### src/rtl/bbc_pkg.sv
// shared constants and types for the bit, branch and call executor
package bbc_pkg;
    // widths
    localparam int PC_W = 15;
    localparam int IW = 14;
    localparam int DW = 8;
    localparam int FA_W = 7;
    localparam int BI_W = 3;
    localparam int BRA_W = 9;
    localparam int CALL_W = 11;
    localparam int PL_W = 7;
    localparam int PAGE_W = 4;
    // field positions in the instruction word and in the page latch
    localparam int F_LSB = 0;
    localparam int BIT_LSB = 7;
    localparam int BRA_LSB = 0;
    localparam int CALL_LSB = 0;
    localparam int PAGE_LSB = 3;
    // opcode match masks and values
    localparam logic [13:0] OPM_BIT = 14'h3C00;
    localparam logic [13:0] OPV_BIT_CLEAR = 14'h1000;
    localparam logic [13:0] OPV_BIT_SET = 14'h1400;
    localparam logic [13:0] OPV_SKIP_LOW = 14'h1800;
    localparam logic [13:0] OPV_SKIP_HIGH = 14'h1C00;
    localparam logic [13:0] OPM_RBRANCH = 14'h3E00;
    localparam logic [13:0] OPV_RBRANCH = 14'h3200;
    localparam logic [13:0] OPM_WBRANCH = 14'h3FFF;
    localparam logic [13:0] OPV_WBRANCH = 14'h000B;
    localparam logic [13:0] OPM_CALL = 14'h3800;
    localparam logic [13:0] OPV_CALL = 14'h2000;
    // reset values
    localparam logic [14:0] PC_RST = 15'h0000;
    localparam logic [6:0] FA_RST = 7'h00;
    localparam logic [7:0] DATA_RST = 8'h00;
    typedef enum logic [0:0] {
        BBC_ST_EXEC = 1'b0,
        BBC_ST_DISCARD = 1'b1
    } bbc_state_t;
endpackage : bbc_pkg

### src/rtl/bbc_dec_if.sv
// decoded instruction fields between decoder and executor
`timescale 1ns/100ps
`default_nettype none
interface bbc_dec_if;
    logic [13:0] instr;
    logic is_bit_clear;
    logic is_bit_set;
    logic is_skip_low;
    logic is_skip_high;
    logic is_rbranch;
    logic is_wbranch;
    logic is_call;
    logic [6:0] f_addr;
    logic [2:0] bit_idx;
    logic [8:0] bra_off;
    logic [10:0] call_k;
    modport dec (input instr, output is_bit_clear, is_bit_set, is_skip_low, is_skip_high,
                 is_rbranch, is_wbranch, is_call, f_addr, bit_idx, bra_off, call_k);
    modport exe (output instr, input is_bit_clear, is_bit_set, is_skip_low, is_skip_high,
                 is_rbranch, is_wbranch, is_call, f_addr, bit_idx, bra_off, call_k);
endinterface : bbc_dec_if
`default_nettype wire

### src/rtl/bbc_decode.sv
// opcode decoder for the bit, branch and call group
`timescale 1ns/100ps
`default_nettype none
module bbc_decode (
    bbc_dec_if.dec dif
);
    function automatic logic op_hit(input logic [13:0] w, input logic [13:0] m,
                                    input logic [13:0] v);
        op_hit = ((w & m) == v);
    endfunction : op_hit

    assign dif.is_bit_clear = op_hit(dif.instr, bbc_pkg::OPM_BIT, bbc_pkg::OPV_BIT_CLEAR);
    assign dif.is_bit_set = op_hit(dif.instr, bbc_pkg::OPM_BIT, bbc_pkg::OPV_BIT_SET);
    assign dif.is_skip_low = op_hit(dif.instr, bbc_pkg::OPM_BIT, bbc_pkg::OPV_SKIP_LOW);
    assign dif.is_skip_high = op_hit(dif.instr, bbc_pkg::OPM_BIT, bbc_pkg::OPV_SKIP_HIGH);
    assign dif.is_rbranch = op_hit(dif.instr, bbc_pkg::OPM_RBRANCH, bbc_pkg::OPV_RBRANCH);
    assign dif.is_wbranch = op_hit(dif.instr, bbc_pkg::OPM_WBRANCH, bbc_pkg::OPV_WBRANCH);
    assign dif.is_call = op_hit(dif.instr, bbc_pkg::OPM_CALL, bbc_pkg::OPV_CALL);
    assign dif.f_addr = dif.instr[bbc_pkg::F_LSB +: bbc_pkg::FA_W];
    assign dif.bit_idx = dif.instr[bbc_pkg::BIT_LSB +: bbc_pkg::BI_W];
    assign dif.bra_off = dif.instr[bbc_pkg::BRA_LSB +: bbc_pkg::BRA_W];
    assign dif.call_k = dif.instr[bbc_pkg::CALL_LSB +: bbc_pkg::CALL_W];
endmodule : bbc_decode
`default_nettype wire

### src/rtl/bbc_exec.sv
// executor for bit set/clear, bit test and skip, relative branches and call
`timescale 1ns/100ps
`default_nettype none
// Notes on behaviour
// RULE_01 - bit clear zeroes bit b (0..7) of data register f (0..127)
// RULE_02 - bit set forces bit b of register f to one, other bits kept
// RULE_03 - relative branch goes to PC+1 plus signed 9-bit offset, two cycles
// RULE_04 - branch by W goes to PC+1 plus unsigned W, two cycles
// RULE_05 - skip-if-low discards next instruction when tested bit is 0
// RULE_06 - skip-if-high discards next instruction when tested bit is 1
// RULE_07 - call pushes PC+1 onto return stack, whole call takes two cycles
// RULE_08 - call loads 11-bit literal into PC[10:0], page latch [6:3] into PC[14:11]
// RULE_09 - none of these instructions change carry, digit carry or zero flags
module bbc_exec (
    // clock, reset, enable
    input wire logic CLK,
    input wire logic NRST,
    input wire logic CE,
    // program memory, one-cycle read latency
    output logic [14:0] PROG_ADDR,
    input wire logic [13:0] PROG_DATA,
    // core state owned elsewhere
    input wire logic [7:0] W_VAL,
    input wire logic [6:0] PAGE_LATCH,
    // data memory file
    output logic [6:0] DM_RADDR,
    input wire logic [7:0] DM_RDATA,
    output logic DM_WE,
    output logic [6:0] DM_WADDR,
    output logic [7:0] DM_WDATA,
    // return stack
    output logic STK_PUSH,
    output logic [14:0] STK_DATA,
    // status flag write strobe
    output logic FLAGS_WE
);
    bbc_dec_if dif ();
    bbc_pkg::bbc_state_t state_r;
    bbc_pkg::bbc_state_t state_nxt;
    logic [14:0] pc_r;
    logic [14:0] pc_nxt;
    logic we_r;
    logic [6:0] waddr_r;
    logic [7:0] wdata_r;
    logic push_r;
    logic [14:0] push_data_r;
    logic exec;
    logic [7:0] rd_val;
    logic bit_val;
    logic take_skip;
    logic redirect;

    function automatic logic [7:0] bit_mask(input logic [2:0] idx);
        bit_mask = 8'h01 << idx;
    endfunction : bit_mask

    function automatic logic [14:0] sext_off(input logic [8:0] off);
        sext_off = {{6{off[8]}}, off};
    endfunction : sext_off

    bbc_decode u_decode (
        .dif (dif)
    );

    assign dif.instr = PROG_DATA;
    assign exec = (state_r == bbc_pkg::BBC_ST_EXEC);

    // forward a write still in flight so back-to-back edits of one register compose
    assign rd_val = (we_r && waddr_r == dif.f_addr) ? wdata_r : DM_RDATA;
    assign bit_val = rd_val[dif.bit_idx];
    assign take_skip = exec && ((dif.is_skip_low && !bit_val) ||    // see RULE_05
                                (dif.is_skip_high && bit_val));      // see RULE_06
    assign redirect = exec && (dif.is_rbranch || dif.is_wbranch || dif.is_call);

    // pc already points past the executing word, so pc_r is PC+1
    always_comb begin
        pc_nxt = pc_r + 15'h0001;
        if (exec && dif.is_rbranch) begin
            pc_nxt = pc_r + sext_off(dif.bra_off);                  // see RULE_03
        end else if (exec && dif.is_wbranch) begin
            pc_nxt = pc_r + {7'h00, W_VAL};                          // see RULE_04
        end else if (exec && dif.is_call) begin
            pc_nxt = {PAGE_LATCH[bbc_pkg::PAGE_LSB +: bbc_pkg::PAGE_W],
                      dif.call_k};                                   // see RULE_08
        end
    end

    // fetched word after a redirect or skip is dropped: costs the second cycle
    always_comb begin
        state_nxt = bbc_pkg::BBC_ST_EXEC;
        case (state_r)
            bbc_pkg::BBC_ST_EXEC: begin
                if (redirect || take_skip) begin
                    state_nxt = bbc_pkg::BBC_ST_DISCARD;             // see RULE_03 see RULE_07
                end
            end
            bbc_pkg::BBC_ST_DISCARD: begin
                state_nxt = bbc_pkg::BBC_ST_EXEC;
            end
            default: begin
                state_nxt = bbc_pkg::BBC_ST_EXEC;
            end
        endcase
    end

    // first word after reset is not yet valid, so start by discarding
    always_ff @(posedge CLK) begin
        if (!NRST) begin
            state_r <= bbc_pkg::BBC_ST_DISCARD;
        end else if (CE) begin
            state_r <= state_nxt;
        end
    end

    always_ff @(posedge CLK) begin
        if (!NRST) begin
            pc_r <= bbc_pkg::PC_RST;
        end else if (CE) begin
            pc_r <= pc_nxt;
        end
    end

    // read-modify-write: read now, write lands one cycle later
    always_ff @(posedge CLK) begin
        if (!NRST) begin
            we_r <= 1'b0;
            waddr_r <= bbc_pkg::FA_RST;
            wdata_r <= bbc_pkg::DATA_RST;
        end else if (CE) begin
            we_r <= exec && (dif.is_bit_clear || dif.is_bit_set);
            waddr_r <= dif.f_addr;
            if (dif.is_bit_set) begin
                wdata_r <= rd_val | bit_mask(dif.bit_idx);            // see RULE_02
            end else begin
                wdata_r <= rd_val & ~bit_mask(dif.bit_idx);           // see RULE_01
            end
        end
    end

    always_ff @(posedge CLK) begin
        if (!NRST) begin
            push_r <= 1'b0;
            push_data_r <= bbc_pkg::PC_RST;
        end else if (CE) begin
            push_r <= exec && dif.is_call;                            // see RULE_07
            push_data_r <= pc_r;
        end
    end

    assign PROG_ADDR = pc_r;
    assign DM_RADDR = dif.f_addr;
    // strobes gated by enable so a frozen core never repeats a write or push
    assign DM_WE = we_r && CE;
    assign DM_WADDR = waddr_r;
    assign DM_WDATA = wdata_r;
    assign STK_PUSH = push_r && CE;
    assign STK_DATA = push_data_r;
    // this group never touches status flags
    assign FLAGS_WE = 1'b0;                                           // see RULE_09

    a_clear_bit: assert property (@(posedge CLK) disable iff (!NRST) // see RULE_01
        (CE && exec && dif.is_bit_clear) |=> (we_r && waddr_r == $past(dif.f_addr)
            && wdata_r == ($past(rd_val) & ~bit_mask($past(dif.bit_idx)))))
        else $error("bit clear wrote wrong value");

    a_set_bit: assert property (@(posedge CLK) disable iff (!NRST) // see RULE_02
        (CE && exec && dif.is_bit_set) |=> (we_r
            && wdata_r == ($past(rd_val) | bit_mask($past(dif.bit_idx)))))
        else $error("bit set wrote wrong value");

    a_rel_branch: assert property (@(posedge CLK) disable iff (!NRST) // see RULE_03
        (CE && exec && dif.is_rbranch) |=> (pc_r == $past(pc_r) + sext_off($past(dif.bra_off))
            && state_r == bbc_pkg::BBC_ST_DISCARD))
        else $error("relative branch target or timing wrong");

    a_w_branch: assert property (@(posedge CLK) disable iff (!NRST) // see RULE_04
        (CE && exec && dif.is_wbranch) |=> (pc_r == $past(pc_r) + {7'h00, $past(W_VAL)}
            && state_r == bbc_pkg::BBC_ST_DISCARD))
        else $error("branch by W target or timing wrong");

    a_skip_low: assert property (@(posedge CLK) disable iff (!NRST) // see RULE_05
        (CE && exec && dif.is_skip_low)
            |=> ((state_r == bbc_pkg::BBC_ST_DISCARD) == !$past(bit_val)))
        else $error("skip if low misbehaved");

    a_skip_high: assert property (@(posedge CLK) disable iff (!NRST) // see RULE_06
        (CE && exec && dif.is_skip_high)
            |=> ((state_r == bbc_pkg::BBC_ST_DISCARD) == $past(bit_val)))
        else $error("skip if high misbehaved");

    a_call_push: assert property (@(posedge CLK) disable iff (!NRST) // see RULE_07
        (CE && exec && dif.is_call) |=> (push_r && push_data_r == $past(pc_r))
            ##1 (!CE || (state_r == bbc_pkg::BBC_ST_EXEC)) [*1])
        else $error("call did not push return address");

    a_call_page: assert property (@(posedge CLK) disable iff (!NRST) // see RULE_08
        (CE && exec && dif.is_call)
            |=> (pc_r == {$past(PAGE_LATCH[6:3]), $past(dif.call_k)}))
        else $error("call target wrong");

    a_discard_once: assert property (@(posedge CLK) disable iff (!NRST)
        (CE && state_r == bbc_pkg::BBC_ST_DISCARD) |=> (state_r == bbc_pkg::BBC_ST_EXEC))
        else $error("discard lasted more than one cycle");
endmodule : bbc_exec
`default_nettype wire

### config.mk
export PLATFORM = sky130hd
export DESIGN_NAME = bbc_exec
export DESIGN_NICKNAME = d
export VERILOG_FILES = /design/src/rtl/bbc_pkg.sv /design/src/rtl/bbc_dec_if.sv /design/src/rtl/bbc_decode.sv /design/src/rtl/bbc_exec.sv
export SDC_FILE = /design/constraint.sdc
export NUM_CORES = 1
export LEC_CHECK = 0
export BUFFER_PORTS_ARGS = -buffer_cell sky130_fd_sc_hd__buf_4
export CAP_MARGIN = 25
export CORE_ASPECT_RATIO = 0.5
export CORE_MARGIN = 2
export CORE_UTILIZATION = 40
export CTS_CLUSTER_DIAMETER = 50
export DETAILED_ROUTE_END_ITERATION = 12
export GPL_ROUTABILITY_DRIVEN = 0
export HOLD_SLACK_MARGIN = 0.1
export PLACE_DENSITY = 0.6
export RECOVER_POWER = 100
export SLEW_MARGIN = 20
export SYNTH_ARGS = -nofsm -noshare
export SYNTH_HDL_FRONTEND = slang
export SYNTH_HIERARCHICAL = 1
export SYNTH_SLANG_ARGS = --single-unit
### constraint.sdc
create_clock -name CLK -period 4.3 [get_ports CLK]
set_clock_uncertainty 0.1 [all_clocks]
set_input_delay 0.43 -clock CLK [delete_from_list [all_inputs] [get_ports CLK]]
set_output_delay 0.43 -clock CLK [all_outputs]
set_load 0.005 [all_outputs]
==> metrics.log <==
[metrics] RSZ-0062 raised after global routing: no
[metrics] die height: 76.6 um
[metrics] Synth cell types: 68
[metrics] H-Tree Level Count: 2
[metrics] number of warning messages in the yosys log: 6
[metrics] post-route DRC violation count: 0
[metrics] final antenna diode count: 0
[metrics] I/O pin total: 95
[metrics] number of antenna violations at the first check in global routing: 0
[metrics] final cell count without fillers: 723
[metrics] IO Port Bufs: 90
[metrics] slew of the pin with the lowest slew margin: 1.59 ns
[metrics] hold path startpoint: DM_RDATA[5]
[metrics] number of gates resized after CTS: 0
[metrics] FF+latch area: 961 um2
[metrics] Clock Sinks: 48
[metrics] class of the tightest hold or removal check: input pin to flop
[metrics] async set-or-reset flop fraction in the synthesized netlist: 0%
[metrics] final setup violating endpoints: 0
[metrics] Worst EP arrival: around 3.5 ns
[metrics] Hold EP: DM_WDATA[5]
[metrics] number of cells traversed by the worst hold path: 3
[metrics] classification of the worst setup path: input pin to flop
[metrics] Net count, final: about 650
[metrics] number of iterations in the first detailed-routing pass: 5
[metrics] Layout fillers: 1056
[metrics] remaining antenna violation count after routing: 0
[metrics] net count after synthesis: 605
[metrics] clock edge transition at the registers on the reported setup and hold paths: 0.07 ns
[metrics] startpoint types: input pin
[metrics] Static Leakage: ~2.1 nW
[metrics] total power density per cell area: 278 mW/mm2
[metrics] number of global-route vias before repair: 3924
[metrics] critical path required time: ~4.4 ns
[metrics] max capacitance violation total: 1
[metrics] horizontal die dimension: roughly 150 um
[metrics] final worst setup slack: 0.906 ns
[metrics] reg-to-reg endpoint: state_r
[metrics] area of the multi-input gates: 0.00282 mm2
[metrics] clock buffers created by TritonCTS: 5
[metrics] sequential element share of the synthesized area: 22.8%
[metrics] FF+latch count, synth: 48
[metrics] number of endpoints with negative hold slack in the final report: 0
[metrics] Final Routed Wirelength: 12100 um
[metrics] maximum number of pins on one net before global-route repair: 64
[metrics] wire length of the first global-routing pass: 20000 um
[metrics] Max Slew Vio Count: 64
[metrics] routed wire length per instance: 16.7 um
[metrics] area overhead of the layout relative to synthesis: 16.4%
[metrics] Post-Syn Area per Cell: approximately 8 um2
[metrics] area of the mapped netlist: ~0.0042 mm2
[metrics] buffer type at the clock tree root: clkbuf_16
[metrics] clock period minus final worst setup slack: approximately 3.4 ns
[metrics] predominant post-synthesis flop cell: dfxtp_1
[metrics] leftover overflow at the end of global routing: 0
[metrics] Die Area: about 0.011 mm2
[metrics] post-layout total power: between 1 and 1.5 mW
[metrics] drt first-iter violations: 261
[metrics] Rows: 26
[metrics] post-synthesis cell count: 540
[metrics] DPL Wire Length: about 8600 um
[metrics] post-CTS setup-driven buffer insertion count: 0
[metrics] effective utilization at floorplan: between 40 and 50%
[metrics] IR Drop Worst-Case VDD: 0.000162 V
[metrics] Core Area: 0.0102 mm2
[metrics] accumulated negative setup slack: 0 ns
[metrics] Vias per Instance: 5.54
[metrics] beginning of the worst register-to-register path: DM_WADDR[0]
[metrics] layout cells sized above 1: 17.7%
[metrics] endpoint kind of the worst setup timing path: flop
[metrics] upper clock frequency limit: 295 MHz
[metrics] Clk Latency, worst-skew pair: roughly 0.30 ns
[metrics] overall routing resource usage: 21.8%
[metrics] Crit Path Max Fanout: 16
[metrics] outcome: finished, violations left
[metrics] EDFF count, synth: 0
[metrics] Placed Cells: 714
[metrics] worst slew margin relative to its limit: -5.77%
[metrics] via total after detailed routing: about 4000
[metrics] Max Buffers Root-to-Sink: 2
[metrics] failing checks: max-capacitance violations, max-slew violations
[metrics] total of hold buffers inserted after clock tree synthesis: 0
[metrics] Final period util: 78.9%
[metrics] worst setup timing slack at the placement stage: approximately 1.2 ns
[metrics] TritonCTS clock tree: done
[metrics] worst reg-to-reg setup slack: 1.08 ns
[metrics] worst r2r path cells: 8
[placed cells by master (no fill, tap or decap), drive strengths merged, types with 4 or more instances in the layout]
| cell type | synthesis | routed |
|---|---|---|
| o31ai | 7 | 7 |
| a31oi | 4 | 4 |
| mux4 | 5 | 5 |
| dfxtp | 48 | 48 |
| nor2 | 70 | 70 |
| xnor2 | 21 | 21 |
| clkbuf | 27 | 61 |
| nand4 | 6 | 6 |
| or3 | 5 | 5 |
| a21o | 6 | 6 |
| nor2b | 6 | 6 |
| nand2 | 31 | 31 |
| ha | 23 | 23 |
| xor2 | 11 | 11 |
| nand3 | 13 | 13 |
| o31a | 7 | 7 |
| o211ai | 6 | 6 |
| nor3 | 15 | 15 |
| mux2i | 27 | 27 |
| nand2b | 6 | 6 |
| nor4b | 4 | 4 |
| a21oi | 40 | 40 |
| a211oi | 9 | 9 |
| inv | 18 | 18 |
| buf | 33 | 39 |
| o21ai | 40 | 40 |
[cell type report]
| type | instances | share of cell area [%] |
|---|---|---|
| clock buffer | 5 | 2.55 |
| multi-input combinational | 414 | 57.4 |
| timing repair buffer | 95 | 14.1 |
| inverter | 18 | 1.38 |
| clock inverter | 3 | 1.40 |
| sequential | 48 | 19.6 |
| tap | 140 | 3.57 |
[through the flow]
stage	instance area (um2)	hold WS, ns	util (%)
5_1_grt	4910	0.377	47.9
6_report	4910	0.336	47.9
3_3_place_gp	4750	0.377	46.4
4_1_cts	4940	0.341	48.3
2_1_floorplan	4220	0.352	-
3_5_place_dp	4750	0.381	46.4
[kinds of logic after synthesis]
| family | Yosys count | synth area share [%] |
|---|---|---|
| AOI/OAI and AO/OA | 145 | 22.1 |
| and+or+nand+nor | 178 | 21.2 |
| xor gates and xnor gates | 32 | 6.64 |
| buffers and inverters | 78 | 9.90 |
| muxes | 33 | 9.52 |
| other | 1 | 0.0889 |
| adders and majority gates | 25 | 7.77 |
| DFF | 48 | 22.8 |
[registers in the layout (all words and copies together), names as in the netlist]
| name | flops |
|---|---|
| DM_WADDR | 7 |
| DM_WDATA | 8 |
| PROG_ADDR | 15 |
| STK_DATA | 15 |
| push_r | 1 |
| state_r | 1 |
| we_r | 1 |
[critical path, stage by stage]
cell and delay (ns):
clkbuf_1 0.37, xnor2_1 0.19, nand4_1 0.26, nor2_1 0.88, mux4_2 0.42, mux4_2 0.51, mux2i_1 0.16, a21oi_1 0.08
a21o_1 0.17
[Yosys cell counts, drive strengths merged (9+ instances only)]
cell type / number / area share (%)
nor2: 70 / 6.3
xor2: 11 / 2.3
mux2i: 27 / 6.4
a211oi: 9 / 1.7
a21oi: 40 / 4.8
o21ai: 40 / 4.7
xnor2: 21 / 4.4
dfxtp: 48 / 23
inv: 18 / 1.6
nand2: 31 / 2.8
ha: 23 / 6.8
nand3: 13 / 1.5
clkbuf: 27 / 2.4
nor3: 15 / 1.8
buf: 33 / 5.9
[worst max-delay path by stage]
stage	slack, ns	start	cells past startpoint	to
6_report	0.91	PROG_DATA[5]	9	state_r
5_1_grt	0.71	PROG_DATA[5]	9	state_r
4_1_cts	1.32	PROG_ADDR[0]	10	PROG_ADDR[10]
3_5_place_dp	1.15	PROG_DATA[6]	9	state_r
3_3_place_gp	1.19	PROG_DATA[6]	9	state_r
2_1_floorplan	1.74	PROG_ADDR[0]	10	PROG_ADDR[10]
[power by group]
| group | switching [mW] | leakage, nW | internal, mW |
|---|---|---|---|
| sequential | 0.0352 | 0.394 | 0.468 |
| combinational | 0.169 | 1.59 | 0.161 |
| clock | 0.195 | 0.0944 | 0.336 |
[metal layers]
| layer | global-route usage (%) | up-vias | wire, um |
|---|---|---|---|
| li1 | - | 2006 | - |
| met1 | 31.5 | 1862 | 5900 |
| met2 | 34.4 | 130 | 5280 |
| met3 | 3.47 | 9 | 850 |
| met4 | 4.10 | 0 | 71 |
| met5 | 0 | - | 0 |
No activity file was read; power rests on OpenSTA's default activity.
